[src/rtl/lfam_defs.vh]
`ifndef LFAM_DEFS_VH
`define LFAM_DEFS_VH
// Byte offsets of the AXI4-Lite register map.
`define LFAM_OFS_CTRL 16'h0000
`define LFAM_OFS_STATUS 16'h0004
`define LFAM_OFS_ERR_CODE 16'h0008
`define LFAM_OFS_ERR_ID 16'h000C
`define LFAM_OFS_ALM_CODE 16'h0010
`define LFAM_OFS_ALM_ID 16'h0014
`define LFAM_OFS_DISC_CNT 16'h0018
`define LFAM_OFS_LIST_BASE 16'h5100
`define LFAM_OFS_LIST_LAST 16'h51FF
`define LFAM_OFS_MAP_BASE 16'h5200
`define LFAM_OFS_MAP_LAST 16'h527F
// Control register fields.
`define LFAM_CTRL_ERR_RESET 0
`define LFAM_CTRL_AUTO_REC 1
// Status register fields.
`define LFAM_ST_PAIR_SHORT 0
`define LFAM_ST_SUPPLY_SHORT 1
`define LFAM_ST_SUPPLY_DROP 2
`define LFAM_ST_DISCONNECT 3
`define LFAM_ST_ALARM 4
`define LFAM_ST_SLAVE_ALARM 5
`define LFAM_ST_TX_ENABLE 6
`define LFAM_ST_DUP_ALARM 7
// Alarm and error codes.
`define LFAM_CODE_PAIR_SHORT 16'h0CC9
`define LFAM_CODE_SUPPLY_SHORT 16'h0CCB
`define LFAM_CODE_DISCONNECT 16'h0D00
`define LFAM_CODE_DUP_ID 16'h0D90
`define LFAM_CODE_SUPPLY_DROP 16'h2500
`define LFAM_ID_LINE 16'h0FFF
// Reset values.
`define LFAM_RST_WORD 16'h0000
// AXI responses.
`define LFAM_RESP_OKAY 2'b00
`define LFAM_RESP_DECERR 2'b11
// Timing: clock rate, indicator period and input debounce time.
`define LFAM_CLK_HZ 10000000
`define LFAM_BLINK_PERIOD_MS 2000
`define LFAM_DEBOUNCE_US 1000
`endif

[src/rtl/lfam_sync_filter.v]
`timescale 1ns/10ps
// Three-stage synchroniser followed by a stability filter.
module lfam_sync_filter #(
  parameter STABLE_CYC = 10000
) (
  input wire aclk,
  input wire aresetn,
  input wire din,
  output reg dout
);
  localparam W = $clog2(STABLE_CYC + 1);
  localparam [W-1:0] LAST = STABLE_CYC - 1;
  reg s1;
  reg s2;
  reg s3;
  reg [W-1:0] cnt;

  // Only s2 reads s1; the filter compares the second and third stages.
  always @(posedge aclk) begin
    if (!aresetn) begin
      s1 <= 1'b0;
      s2 <= 1'b0;
      s3 <= 1'b0;
      cnt <= {W{1'b0}};
      dout <= 1'b0;
    end else begin
      s1 <= din;
      s2 <= s1;
      s3 <= s2;
      if (s2 != s3 || s3 == dout) begin
        cnt <= {W{1'b0}};
      end else if (cnt == LAST) begin
        dout <= s3;
        cnt <= {W{1'b0}};
      end else begin
        cnt <= cnt + 1'b1;
      end
    end
  end
endmodule // lfam_sync_filter

[src/rtl/lfam_blinker.v]
`timescale 1ns/10ps
// Square wave that toggles every HALF_CYC cycles while run is high.
module lfam_blinker #(
  parameter HALF_CYC = 10000000
) (
  input wire aclk,
  input wire aresetn,
  input wire run,
  output reg blink
);
  localparam W = $clog2(HALF_CYC + 1);
  localparam [W-1:0] LAST = HALF_CYC - 1;
  reg [W-1:0] cnt;

  // Parked at the last count, so a fresh alarm lights on the first tick.
  always @(posedge aclk) begin
    if (!aresetn || !run) begin
      cnt <= LAST;
      blink <= 1'b0;
    end else if (cnt == LAST) begin
      cnt <= {W{1'b0}};
      blink <= ~blink;
    end else begin
      cnt <= cnt + 1'b1;
    end
  end
endmodule // lfam_blinker

[src/rtl/lfam_top.v]
`timescale 1ns/10ps
`include "lfam_defs.vh"
// How it works
// - pair short sets flag, 0CC9H, 0FFFH
// - supply-data short sets flag, 0CCBH, stops link
// - short active flashes indicator, two-second period
// - transmission resumes once short disappears
// - shorts clear on reset or request off-edge
// - same-cycle alarms keep most recent only
// - lost module sets flag, 0D00H, its ID
// - count and list disconnected IDs
// - bitmap bit set per disconnected ID
// - disconnection never stops transmission
// - duplicate-ID modules never reported disconnected
// - only registered IDs are watched
// - disconnection clears by reset, request, detection
// - auto mode clears status, keeps latest words
// - auto recovery only for disconnection alarm
// - auto clear zeroes disconnection flag, count, list, bitmap
// - flags stay while any module lost
// - duplicate-ID alarm keeps slave alarm signal
// - supply drop sets flag, LED, 2500H, stops
// - drop clears by reset or remote reset
// - same-cycle errors keep most recent only
// - error reset clears alarm information
module lfam_top #(
  parameter ID_W = 6,
  parameter NUM_IDS = 64,
  parameter DEBOUNCE_CYC =
    `LFAM_CLK_HZ / 1000000 * `LFAM_DEBOUNCE_US,
  parameter BLINK_HALF_CYC =
    `LFAM_CLK_HZ / 1000 * `LFAM_BLINK_PERIOD_MS / 2
) (
  input wire aclk,
  input wire aresetn,
  input wire [15:0] s_axi_awaddr,
  input wire s_axi_awvalid,
  output reg s_axi_awready,
  input wire [31:0] s_axi_wdata,
  input wire [3:0] s_axi_wstrb,
  input wire s_axi_wvalid,
  output reg s_axi_wready,
  output reg [1:0] s_axi_bresp,
  output reg s_axi_bvalid,
  input wire s_axi_bready,
  input wire [15:0] s_axi_araddr,
  input wire s_axi_arvalid,
  output reg s_axi_arready,
  output reg [31:0] s_axi_rdata,
  output reg [1:0] s_axi_rresp,
  output reg s_axi_rvalid,
  input wire s_axi_rready,
  input wire pair_short_in,
  input wire supply_short_in,
  input wire supply_drop_in,
  input wire lost_valid,
  input wire [ID_W-1:0] lost_id,
  input wire back_valid,
  input wire [ID_W-1:0] back_id,
  input wire dup_valid,
  input wire [ID_W-1:0] dup_id,
  input wire auto_detect_start,
  input wire reg_valid,
  input wire [ID_W-1:0] reg_id,
  input wire remote_reset,
  output reg line_pair_short_flag,
  output reg supply_data_short_flag,
  output reg supply_drop_flag,
  output reg disconnection_flag,
  output reg alarm_status_flag,
  output reg slave_alarm_signal,
  output reg tx_enable,
  output reg alarm_indicator,
  output reg error_indicator
);
  wire pair_s;
  wire supply_s;
  wire drop_s;
  wire blink;
  reg err_reset_req;
  reg err_reset_q;
  reg auto_mode;
  reg dup_alarm;
  reg [15:0] err_code;
  reg [15:0] err_id;
  reg [15:0] alm_code;
  reg [15:0] alm_id;
  reg [ID_W:0] disc_cnt;
  reg [NUM_IDS-1:0] registered;
  reg [NUM_IDS-1:0] dup_map;
  reg [NUM_IDS-1:0] lost_map;
  reg [NUM_IDS-1:0] still_lost;
  reg [ID_W-1:0] list_mem [0:NUM_IDS-1];
  reg [15:0] aw_addr;
  reg aw_held;
  reg [31:0] w_data;
  reg [3:0] w_strb;
  reg w_held;
  reg [31:0] rd_word;
  reg rd_hit;
  integer i;
  integer j;
  integer idx;

  // Pins are synchronised and filtered before anything looks at them.
  lfam_sync_filter #(.STABLE_CYC(DEBOUNCE_CYC)) u_pair (
    .aclk(aclk),
    .aresetn(aresetn),
    .din(pair_short_in),
    .dout(pair_s)
  );
  lfam_sync_filter #(.STABLE_CYC(DEBOUNCE_CYC)) u_supply (
    .aclk(aclk),
    .aresetn(aresetn),
    .din(supply_short_in),
    .dout(supply_s)
  );
  lfam_sync_filter #(.STABLE_CYC(DEBOUNCE_CYC)) u_drop (
    .aclk(aclk),
    .aresetn(aresetn),
    .din(supply_drop_in),
    .dout(drop_s)
  );

  // One blinker serves shorts and disconnection alike.
  lfam_blinker #(.HALF_CYC(BLINK_HALF_CYC)) u_blink (
    .aclk(aclk),
    .aresetn(aresetn),
    .run(line_pair_short_flag | supply_data_short_flag |
         disconnection_flag),
    .blink(blink)
  );

  // Clearing conditions; the request clears on its falling edge.
  wire err_clr = err_reset_q & ~err_reset_req;
  wire lost_ok = lost_valid & registered[lost_id] &
                 ~dup_map[lost_id];
  wire lost_new = lost_ok & ~lost_map[lost_id];
  wire auto_clr = auto_mode & disconnection_flag & ~lost_ok &
                  (still_lost == {NUM_IDS{1'b0}});
  wire disc_clr = err_clr | auto_detect_start | auto_clr;
  wire drop_clr = remote_reset & ~drop_s;

  // Next values of alarm and error state.
  reg next_pair;
  reg next_supply;
  reg next_drop;
  reg next_disc;
  reg next_dup;
  reg [15:0] next_alm_code;
  reg [15:0] next_alm_id;
  reg [15:0] next_err_code;
  reg [15:0] next_err_id;
  always @* begin
    next_pair = line_pair_short_flag & ~err_clr;
    next_supply = supply_data_short_flag & ~err_clr;
    next_drop = supply_drop_flag & ~drop_clr;
    next_disc = disconnection_flag & ~disc_clr;
    next_dup = dup_alarm & ~(err_clr | auto_detect_start);
    next_alm_code = err_clr ? `LFAM_RST_WORD : alm_code;
    next_alm_id = err_clr ? `LFAM_RST_WORD : alm_id;
    next_err_code = drop_clr ? `LFAM_RST_WORD : err_code;
    next_err_id = drop_clr ? `LFAM_RST_WORD : err_id;
    // Later sources override earlier ones, so the newest wins.
    if (pair_s && !line_pair_short_flag) begin
      next_pair = 1'b1;
      next_alm_code = `LFAM_CODE_PAIR_SHORT;
      next_alm_id = `LFAM_ID_LINE;
    end
    if (supply_s && !supply_data_short_flag) begin
      next_supply = 1'b1;
      next_alm_code = `LFAM_CODE_SUPPLY_SHORT;
      next_alm_id = `LFAM_ID_LINE;
    end
    if (dup_valid) begin
      next_dup = 1'b1;
      next_alm_code = `LFAM_CODE_DUP_ID;
      next_alm_id = {{(16-ID_W){1'b0}}, dup_id};
    end
    if (lost_ok) begin
      next_disc = 1'b1;
      next_alm_code = `LFAM_CODE_DISCONNECT;
      next_alm_id = {{(16-ID_W){1'b0}}, lost_id};
    end
    if (drop_s && !supply_drop_flag) begin
      next_drop = 1'b1;
      next_err_code = `LFAM_CODE_SUPPLY_DROP;
      next_err_id = `LFAM_ID_LINE;
    end
  end

  // Flags, code words and the link devices that follow them.
  always @(posedge aclk) begin
    if (!aresetn) begin
      line_pair_short_flag <= 1'b0;
      supply_data_short_flag <= 1'b0;
      supply_drop_flag <= 1'b0;
      disconnection_flag <= 1'b0;
      dup_alarm <= 1'b0;
      alarm_status_flag <= 1'b0;
      slave_alarm_signal <= 1'b0;
      tx_enable <= 1'b0;
      alarm_indicator <= 1'b0;
      error_indicator <= 1'b0;
      alm_code <= `LFAM_RST_WORD;
      alm_id <= `LFAM_RST_WORD;
      err_code <= `LFAM_RST_WORD;
      err_id <= `LFAM_RST_WORD;
      err_reset_q <= 1'b0;
    end else begin
      line_pair_short_flag <= next_pair;
      supply_data_short_flag <= next_supply;
      supply_drop_flag <= next_drop;
      disconnection_flag <= next_disc;
      dup_alarm <= next_dup;
      alarm_status_flag <= next_pair | next_supply | next_disc |
                           next_dup;
      slave_alarm_signal <= next_disc | next_dup;
      // Disconnection is deliberately absent here.
      tx_enable <= ~(pair_s | supply_s | next_drop);
      alarm_indicator <= blink;
      error_indicator <= next_drop;
      alm_code <= next_alm_code;
      alm_id <= next_alm_id;
      err_code <= next_err_code;
      err_id <= next_err_id;
      err_reset_q <= err_reset_req;
    end
  end

  // Registration, duplicate marks, disconnected list, bitmap and count.
  always @(posedge aclk) begin
    if (!aresetn) begin
      registered <= {NUM_IDS{1'b0}};
      dup_map <= {NUM_IDS{1'b0}};
      lost_map <= {NUM_IDS{1'b0}};
      still_lost <= {NUM_IDS{1'b0}};
      disc_cnt <= {(ID_W+1){1'b0}};
      for (i = 0; i < NUM_IDS; i = i + 1) begin
        list_mem[i] <= {ID_W{1'b0}};
      end
    end else begin
      if (auto_detect_start) begin
        registered <= {NUM_IDS{1'b0}};
      end
      // A registration in the detection start cycle is kept.
      if (reg_valid) begin
        registered[reg_id] <= 1'b1;
      end
      if (err_clr || auto_detect_start) begin
        dup_map <= {NUM_IDS{1'b0}};
      end
      if (dup_valid) begin
        dup_map[dup_id] <= 1'b1;
      end
      if (disc_clr) begin
        lost_map <= {NUM_IDS{1'b0}};
        still_lost <= {NUM_IDS{1'b0}};
        disc_cnt <= {(ID_W+1){1'b0}};
        for (i = 0; i < NUM_IDS; i = i + 1) begin
          list_mem[i] <= {ID_W{1'b0}};
        end
      end
      if (back_valid) begin
        still_lost[back_id] <= 1'b0;
      end
      // A loss in the clearing cycle is kept: set wins over clear.
      if (lost_ok) begin
        still_lost[lost_id] <= 1'b1;
      end
      if (lost_new) begin
        lost_map[lost_id] <= 1'b1;
        if (disc_clr) begin
          disc_cnt <= {{ID_W{1'b0}}, 1'b1};
          list_mem[0] <= lost_id;
        end else begin
          disc_cnt <= disc_cnt + 1'b1;
          list_mem[disc_cnt[ID_W-1:0]] <= lost_id;
        end
      end
    end
  end

  // Read decode; unmapped byte addresses answer DECERR.
  always @* begin
    rd_word = 32'h0000_0000;
    rd_hit = 1'b1;
    idx = 0;
    j = 0;
    if (s_axi_araddr >= `LFAM_OFS_LIST_BASE &&
        s_axi_araddr <= `LFAM_OFS_LIST_LAST) begin
      idx = s_axi_araddr[15:2] - (`LFAM_OFS_LIST_BASE >> 2);
      if (idx < NUM_IDS) begin
        rd_word[ID_W-1:0] = list_mem[idx];
      end
    end else if (s_axi_araddr >= `LFAM_OFS_MAP_BASE &&
                 s_axi_araddr <= `LFAM_OFS_MAP_LAST) begin
      idx = (s_axi_araddr[15:2] - (`LFAM_OFS_MAP_BASE >> 2)) * 16;
      for (j = 0; j < 16; j = j + 1) begin
        if (idx + j < NUM_IDS) begin
          rd_word[j] = lost_map[idx + j];
        end
      end
    end else begin
      case (s_axi_araddr)
        `LFAM_OFS_CTRL: begin
          rd_word[`LFAM_CTRL_ERR_RESET] = err_reset_req;
          rd_word[`LFAM_CTRL_AUTO_REC] = auto_mode;
        end
        `LFAM_OFS_STATUS: begin
          rd_word[`LFAM_ST_PAIR_SHORT] = line_pair_short_flag;
          rd_word[`LFAM_ST_SUPPLY_SHORT] = supply_data_short_flag;
          rd_word[`LFAM_ST_SUPPLY_DROP] = supply_drop_flag;
          rd_word[`LFAM_ST_DISCONNECT] = disconnection_flag;
          rd_word[`LFAM_ST_ALARM] = alarm_status_flag;
          rd_word[`LFAM_ST_SLAVE_ALARM] = slave_alarm_signal;
          rd_word[`LFAM_ST_TX_ENABLE] = tx_enable;
          rd_word[`LFAM_ST_DUP_ALARM] = dup_alarm;
        end
        `LFAM_OFS_ERR_CODE: rd_word[15:0] = err_code;
        `LFAM_OFS_ERR_ID: rd_word[15:0] = err_id;
        `LFAM_OFS_ALM_CODE: rd_word[15:0] = alm_code;
        `LFAM_OFS_ALM_ID: rd_word[15:0] = alm_id;
        `LFAM_OFS_DISC_CNT: rd_word[ID_W:0] = disc_cnt;
        default: rd_hit = 1'b0;
      endcase
    end
  end

  // Read channel: one read in flight; data follows the address handshake.
  always @(posedge aclk) begin
    if (!aresetn) begin
      s_axi_arready <= 1'b0;
      s_axi_rvalid <= 1'b0;
      s_axi_rdata <= 32'h0000_0000;
      s_axi_rresp <= `LFAM_RESP_OKAY;
    end else begin
      s_axi_arready <= 1'b0;
      if (s_axi_rvalid && s_axi_rready) begin
        s_axi_rvalid <= 1'b0;
      end
      if (s_axi_arvalid && !s_axi_arready && !s_axi_rvalid) begin
        s_axi_arready <= 1'b1;
      end
      if (s_axi_arvalid && s_axi_arready) begin
        s_axi_rvalid <= 1'b1;
        s_axi_rdata <= rd_word;
        s_axi_rresp <= rd_hit ? `LFAM_RESP_OKAY : `LFAM_RESP_DECERR;
      end
    end
  end

  // Write channel: address and data held apart, then committed together.
  wire wr_go = aw_held & w_held & ~s_axi_bvalid;
  wire wr_mapped = (aw_addr == `LFAM_OFS_CTRL) ||
    (aw_addr == `LFAM_OFS_STATUS) || (aw_addr == `LFAM_OFS_ERR_CODE) ||
    (aw_addr == `LFAM_OFS_ERR_ID) || (aw_addr == `LFAM_OFS_ALM_CODE) ||
    (aw_addr == `LFAM_OFS_ALM_ID) || (aw_addr == `LFAM_OFS_DISC_CNT) ||
    (aw_addr >= `LFAM_OFS_LIST_BASE && aw_addr <= `LFAM_OFS_MAP_LAST);
  always @(posedge aclk) begin
    if (!aresetn) begin
      s_axi_awready <= 1'b0;
      s_axi_wready <= 1'b0;
      s_axi_bvalid <= 1'b0;
      s_axi_bresp <= `LFAM_RESP_OKAY;
      aw_addr <= 16'h0000;
      aw_held <= 1'b0;
      w_data <= 32'h0000_0000;
      w_strb <= 4'h0;
      w_held <= 1'b0;
      err_reset_req <= 1'b0;
      auto_mode <= 1'b0;
    end else begin
      s_axi_awready <= 1'b0;
      s_axi_wready <= 1'b0;
      if (s_axi_awvalid && !aw_held && !s_axi_awready) begin
        s_axi_awready <= 1'b1;
        aw_addr <= s_axi_awaddr;
        aw_held <= 1'b1;
      end
      if (s_axi_wvalid && !w_held && !s_axi_wready) begin
        s_axi_wready <= 1'b1;
        w_data <= s_axi_wdata;
        w_strb <= s_axi_wstrb;
        w_held <= 1'b1;
      end
      if (s_axi_bvalid && s_axi_bready) begin
        s_axi_bvalid <= 1'b0;
      end
      // Only the control word is writable; other mapped words ignore it.
      if (wr_go) begin
        aw_held <= 1'b0;
        w_held <= 1'b0;
        s_axi_bvalid <= 1'b1;
        s_axi_bresp <= wr_mapped ? `LFAM_RESP_OKAY : `LFAM_RESP_DECERR;
        if (aw_addr == `LFAM_OFS_CTRL && w_strb[0]) begin
          err_reset_req <= w_data[`LFAM_CTRL_ERR_RESET];
          auto_mode <= w_data[`LFAM_CTRL_AUTO_REC];
        end
      end
    end
  end
endmodule // lfam_top

[config.mk]
export PLATFORM = sky130hd
export DESIGN_NAME = lfam_top
export DESIGN_NICKNAME = d
export VERILOG_FILES = /design/src/rtl/lfam_sync_filter.v /design/src/rtl/lfam_blinker.v /design/src/rtl/lfam_top.v
export VERILOG_INCLUDE_DIRS = /design/src /design/src/rtl
export SDC_FILE = /design/constraint.sdc
export NUM_CORES = 2
export LEC_CHECK = 0
export ABC_AREA = 1
export CORE_MARGIN = 4
export CORE_UTILIZATION = 66
export CTS_BUF_LIST = sky130_fd_sc_hd__clkbuf_8
export DETAILED_ROUTE_END_ITERATION = 8
export DONT_BUFFER_PORTS = 1
export PLACE_DENSITY = 0.88
export SLEW_MARGIN = 15
export SYNTH_ARGS = -nofsm -noshare
export SYNTH_HDL_FRONTEND = slang
export SYNTH_SLANG_ARGS = --single-unit
[constraint.sdc]
create_clock -name aclk -period 3.51 [get_ports aclk]
set_clock_uncertainty 0.1 [all_clocks]
set_input_delay 0.702 -clock aclk [delete_from_list [all_inputs] [get_ports aclk]]
set_output_delay 0.702 -clock aclk [all_outputs]
set_load 0.005 [all_outputs]
==> results.toml <==
[outcome]
outcome = "finished clean"

[global_route]
grt_max_degree = 159
grt_pass1_vias = 30622
antenna_found_initial = 3
grt_pass1_wl_mm = 164
overflow = 0
grt.total_usage_pct = 34.4

[drt]
vias = 32350
wl_mm = 105
drcViolationCount = 0
wl_per_cell_um = 20.2
final_antenna_net_count = 0
dr.first_iter.drc_count = 4607
first_pass_iters = 7
routed_via_density = 6.21

[critical_path]
startpoint = "still_lost[29]$_SDFF_PN0_"
arrival_ns = 3.41
end_kind = "flip-flop"
reg2reg_to = "list_mem[63][4]$_SDFFCE_PN0P_"
r2r-start = "still_lost[29]$_SDFF_PN0_"
cp.required_ns = 3.83
reg2reg_depth = 11
cp-start-kind = "flip-flop"
rrSetupSlack_ns = 0.42
setup.worst_path.class = "reg -> reg"
cp_max_fo = 50

[die]
ios = 158
die_y_um = 244
die-area_mm2 = 0.0597
num_rows = 86
coreArea_mm2 = 0.0552
start_util_pct = 66.8
die_w_um = 244

[clocking]
tritoncts = "yes"
htreeDepth = 3
cts-root-buf = "clkbuf_8"
clk_pin_slew_ns = 0.06
clock_latency_ns = 0.75
cts-buffers-inserted = 120
cts_sinks = 795
clockBufferDepth = 3

[sta]
slew_violations = 0
slew-limit-headroom_pct = 29.8
worst_hold_slack_ns = 0.0502
max_clock_freq_mhz = 323
rsz0062_at_grt = "false"
finalSetupViolations = 0
setup_tns_ns = 0
tightest_slew_ns = 1.04
hold_viol_final = 0
min_period_ns = 3.09
finalCritPeriodShare_pct = 88.1
fin_ws_ns = 0.416

[final_layout]
final_cell_mix = "nand2_1, nor2_1, dfxtp_1"
final_nets = 4481
multi_input_area_mm2 = 0.0147
mostFrequentLayoutCell = "nand2_1"
layout-drive-gt1-share_pct = 10.5
syn_to_final_growth_pct = 9.18
regArea_mm2 = 0.0198
fillers = 3787

[placed_design]
gp_congestion = 0.960
port_buffers = 0
dp_slack_ns = 0.00539
hpwl_mm = 67.0

[worst_hold_path]
hold_end = "aw_addr[6]$_SDFFE_PN0P_"
hold_path_class = "in -> reg"
holdPathStages = 2
hp-start = "s_axi_awaddr[6]"

[synthesis]
synth_area_mm2 = 0.0369
seq_area_frac_synth_pct = 53.6
syn_inst = 4354
synth.avg_cell_area_um2 = 8.47
yosys_register_bits = 795
yosysWarnings = 0
ys_types = 54
synth-edff-count = 384
synthArstFlopShare_pct = 0
synth_flop_cell = "dfxtp_1"

[power]
p_leak_nw = 15.6
vdd.ir_drop.worst_mv = 0.360
power_mw = 19.0
power_density_mw_per_mm2 = 473

[flow_run]
max_cap_viol_count = 0
## cell families after synthesis
logic type                 Yosys count  synth area share, %
AOI/OAI and AO/OA                  850                 13.2
xor gates and xnor gates            16                0.380
adders and majority gates           14                0.475
buffers and inverters              568                 6.70
DFF                                795                 53.6
other                                1               0.0102
and+or+nand+nor                   2110                 25.7
## synthesized netlist by cell type (12+ instances only)
master    count  area (um2)
buf_4        31         233
o21ai_0     247        1240
nand3_1      97         485
xor2_1       13         114
inv_1       302        1130
nor3_1       90         450
nand3_4      50         876
nor3_2       12         120
nor4_1       25         156
edfxtp_1    384       11500
nand2_1    1120        4200
nand4_1      59         369
nor2_2       69         432
a21oi_1     224        1120
o22ai_1     273        1710
buf_6        13         146
clkbuf_1    156         586
buf_1        23        86.3
o211ai_1     13        97.6
ha_1         14         175
buf_2        31         155
dfxtp_1     411        8230
or2_2        16         100
a22oi_1      55         413
nor2_1      540        2030
## layer usage
metal,global-route usage [%],wire [um],share of wire (%),vias up
met5,0,24,0.023,-
met4,16.1,5200,5.0,4
met3,9.71,15700,15,443
met2,53.1,46500,44,2350
met1,45.2,37700,36,14771
li1,-,-,-,14782
## registers in the layout, indices dropped and copies added (netlist names), 14 cells and up
register	count
aw_addr	16
u_drop.cnt	14
still_lost	64
u_blink.cnt	24
s_axi_rdata	16
u_supply.cnt	14
dup_map	64
registered	64
lost_map	64
list_mem	384
u_pair.cnt	14
## power breakdown
part           switching, mW  total, mW  internal, mW
Combinational          0.897       1.19         0.297
Clock                   3.70       7.78          4.08
Sequential             0.105       10.1          9.95
## worst max-delay path: stages, from the launching register on
cell and delay, ns:
dfxtp_1 0.31, nor4_1 0.57, nand3_1 0.21, nor2_1 0.18, nand2_1 0.10, nor2_1 0.42, nand2_4 0.13, nand3_4 0.11
inv_4 0.05, buf_12 0.18, o21ai_0 0.15, buf_4 0.21
## how the worst max path moves through the flow
stage                                     to  slack [ns]  depth (start not counted)
6_report       list_mem[63][4]$_SDFFCE_PN0P_        0.42                         11
3_5_place_dp   list_mem[13][3]$_SDFFCE_PN0P_       0.005                         15
5_1_grt        list_mem[63][4]$_SDFFCE_PN0P_        0.43                         18
2_1_floorplan  list_mem[39][0]$_SDFFCE_PN0P_        0.31                         13
4_1_cts        list_mem[63][4]$_SDFFCE_PN0P_        0.63                         11
3_3_place_gp   list_mem[13][5]$_SDFFCE_PN0P_        0.09                         17
## layout make-up
type                       count  share of cell area [%]
antenna                        1                 0.00622
clock buffer                 150                    5.13
clock inverter                71                    1.03
inverter                     309                    2.91
multi-input combinational   3006                    36.6
sequential                   795                    49.1
tap                          748                    2.33
timing repair buffer         127                    2.90
## stage by stage
step,utilization [%],instances,cell area (um2)
2_1_floorplan,-,4369,36900
3_3_place_gp,68.2,4974,37600
3_5_place_dp,68.2,4974,37600
4_1_cts,72.9,5206,40200
5_1_grt,72.9,5207,40300
6_report,72.9,5207,40300
## what timing repair did
action | in CTS | in global routing
endpoints found under the hold margin | 46 | 0
hold buffers | 11 | 0
buffers inserted | 0 | 0
gates resized for setup | 0 | 0
Power figures use the tool's default switching activity.
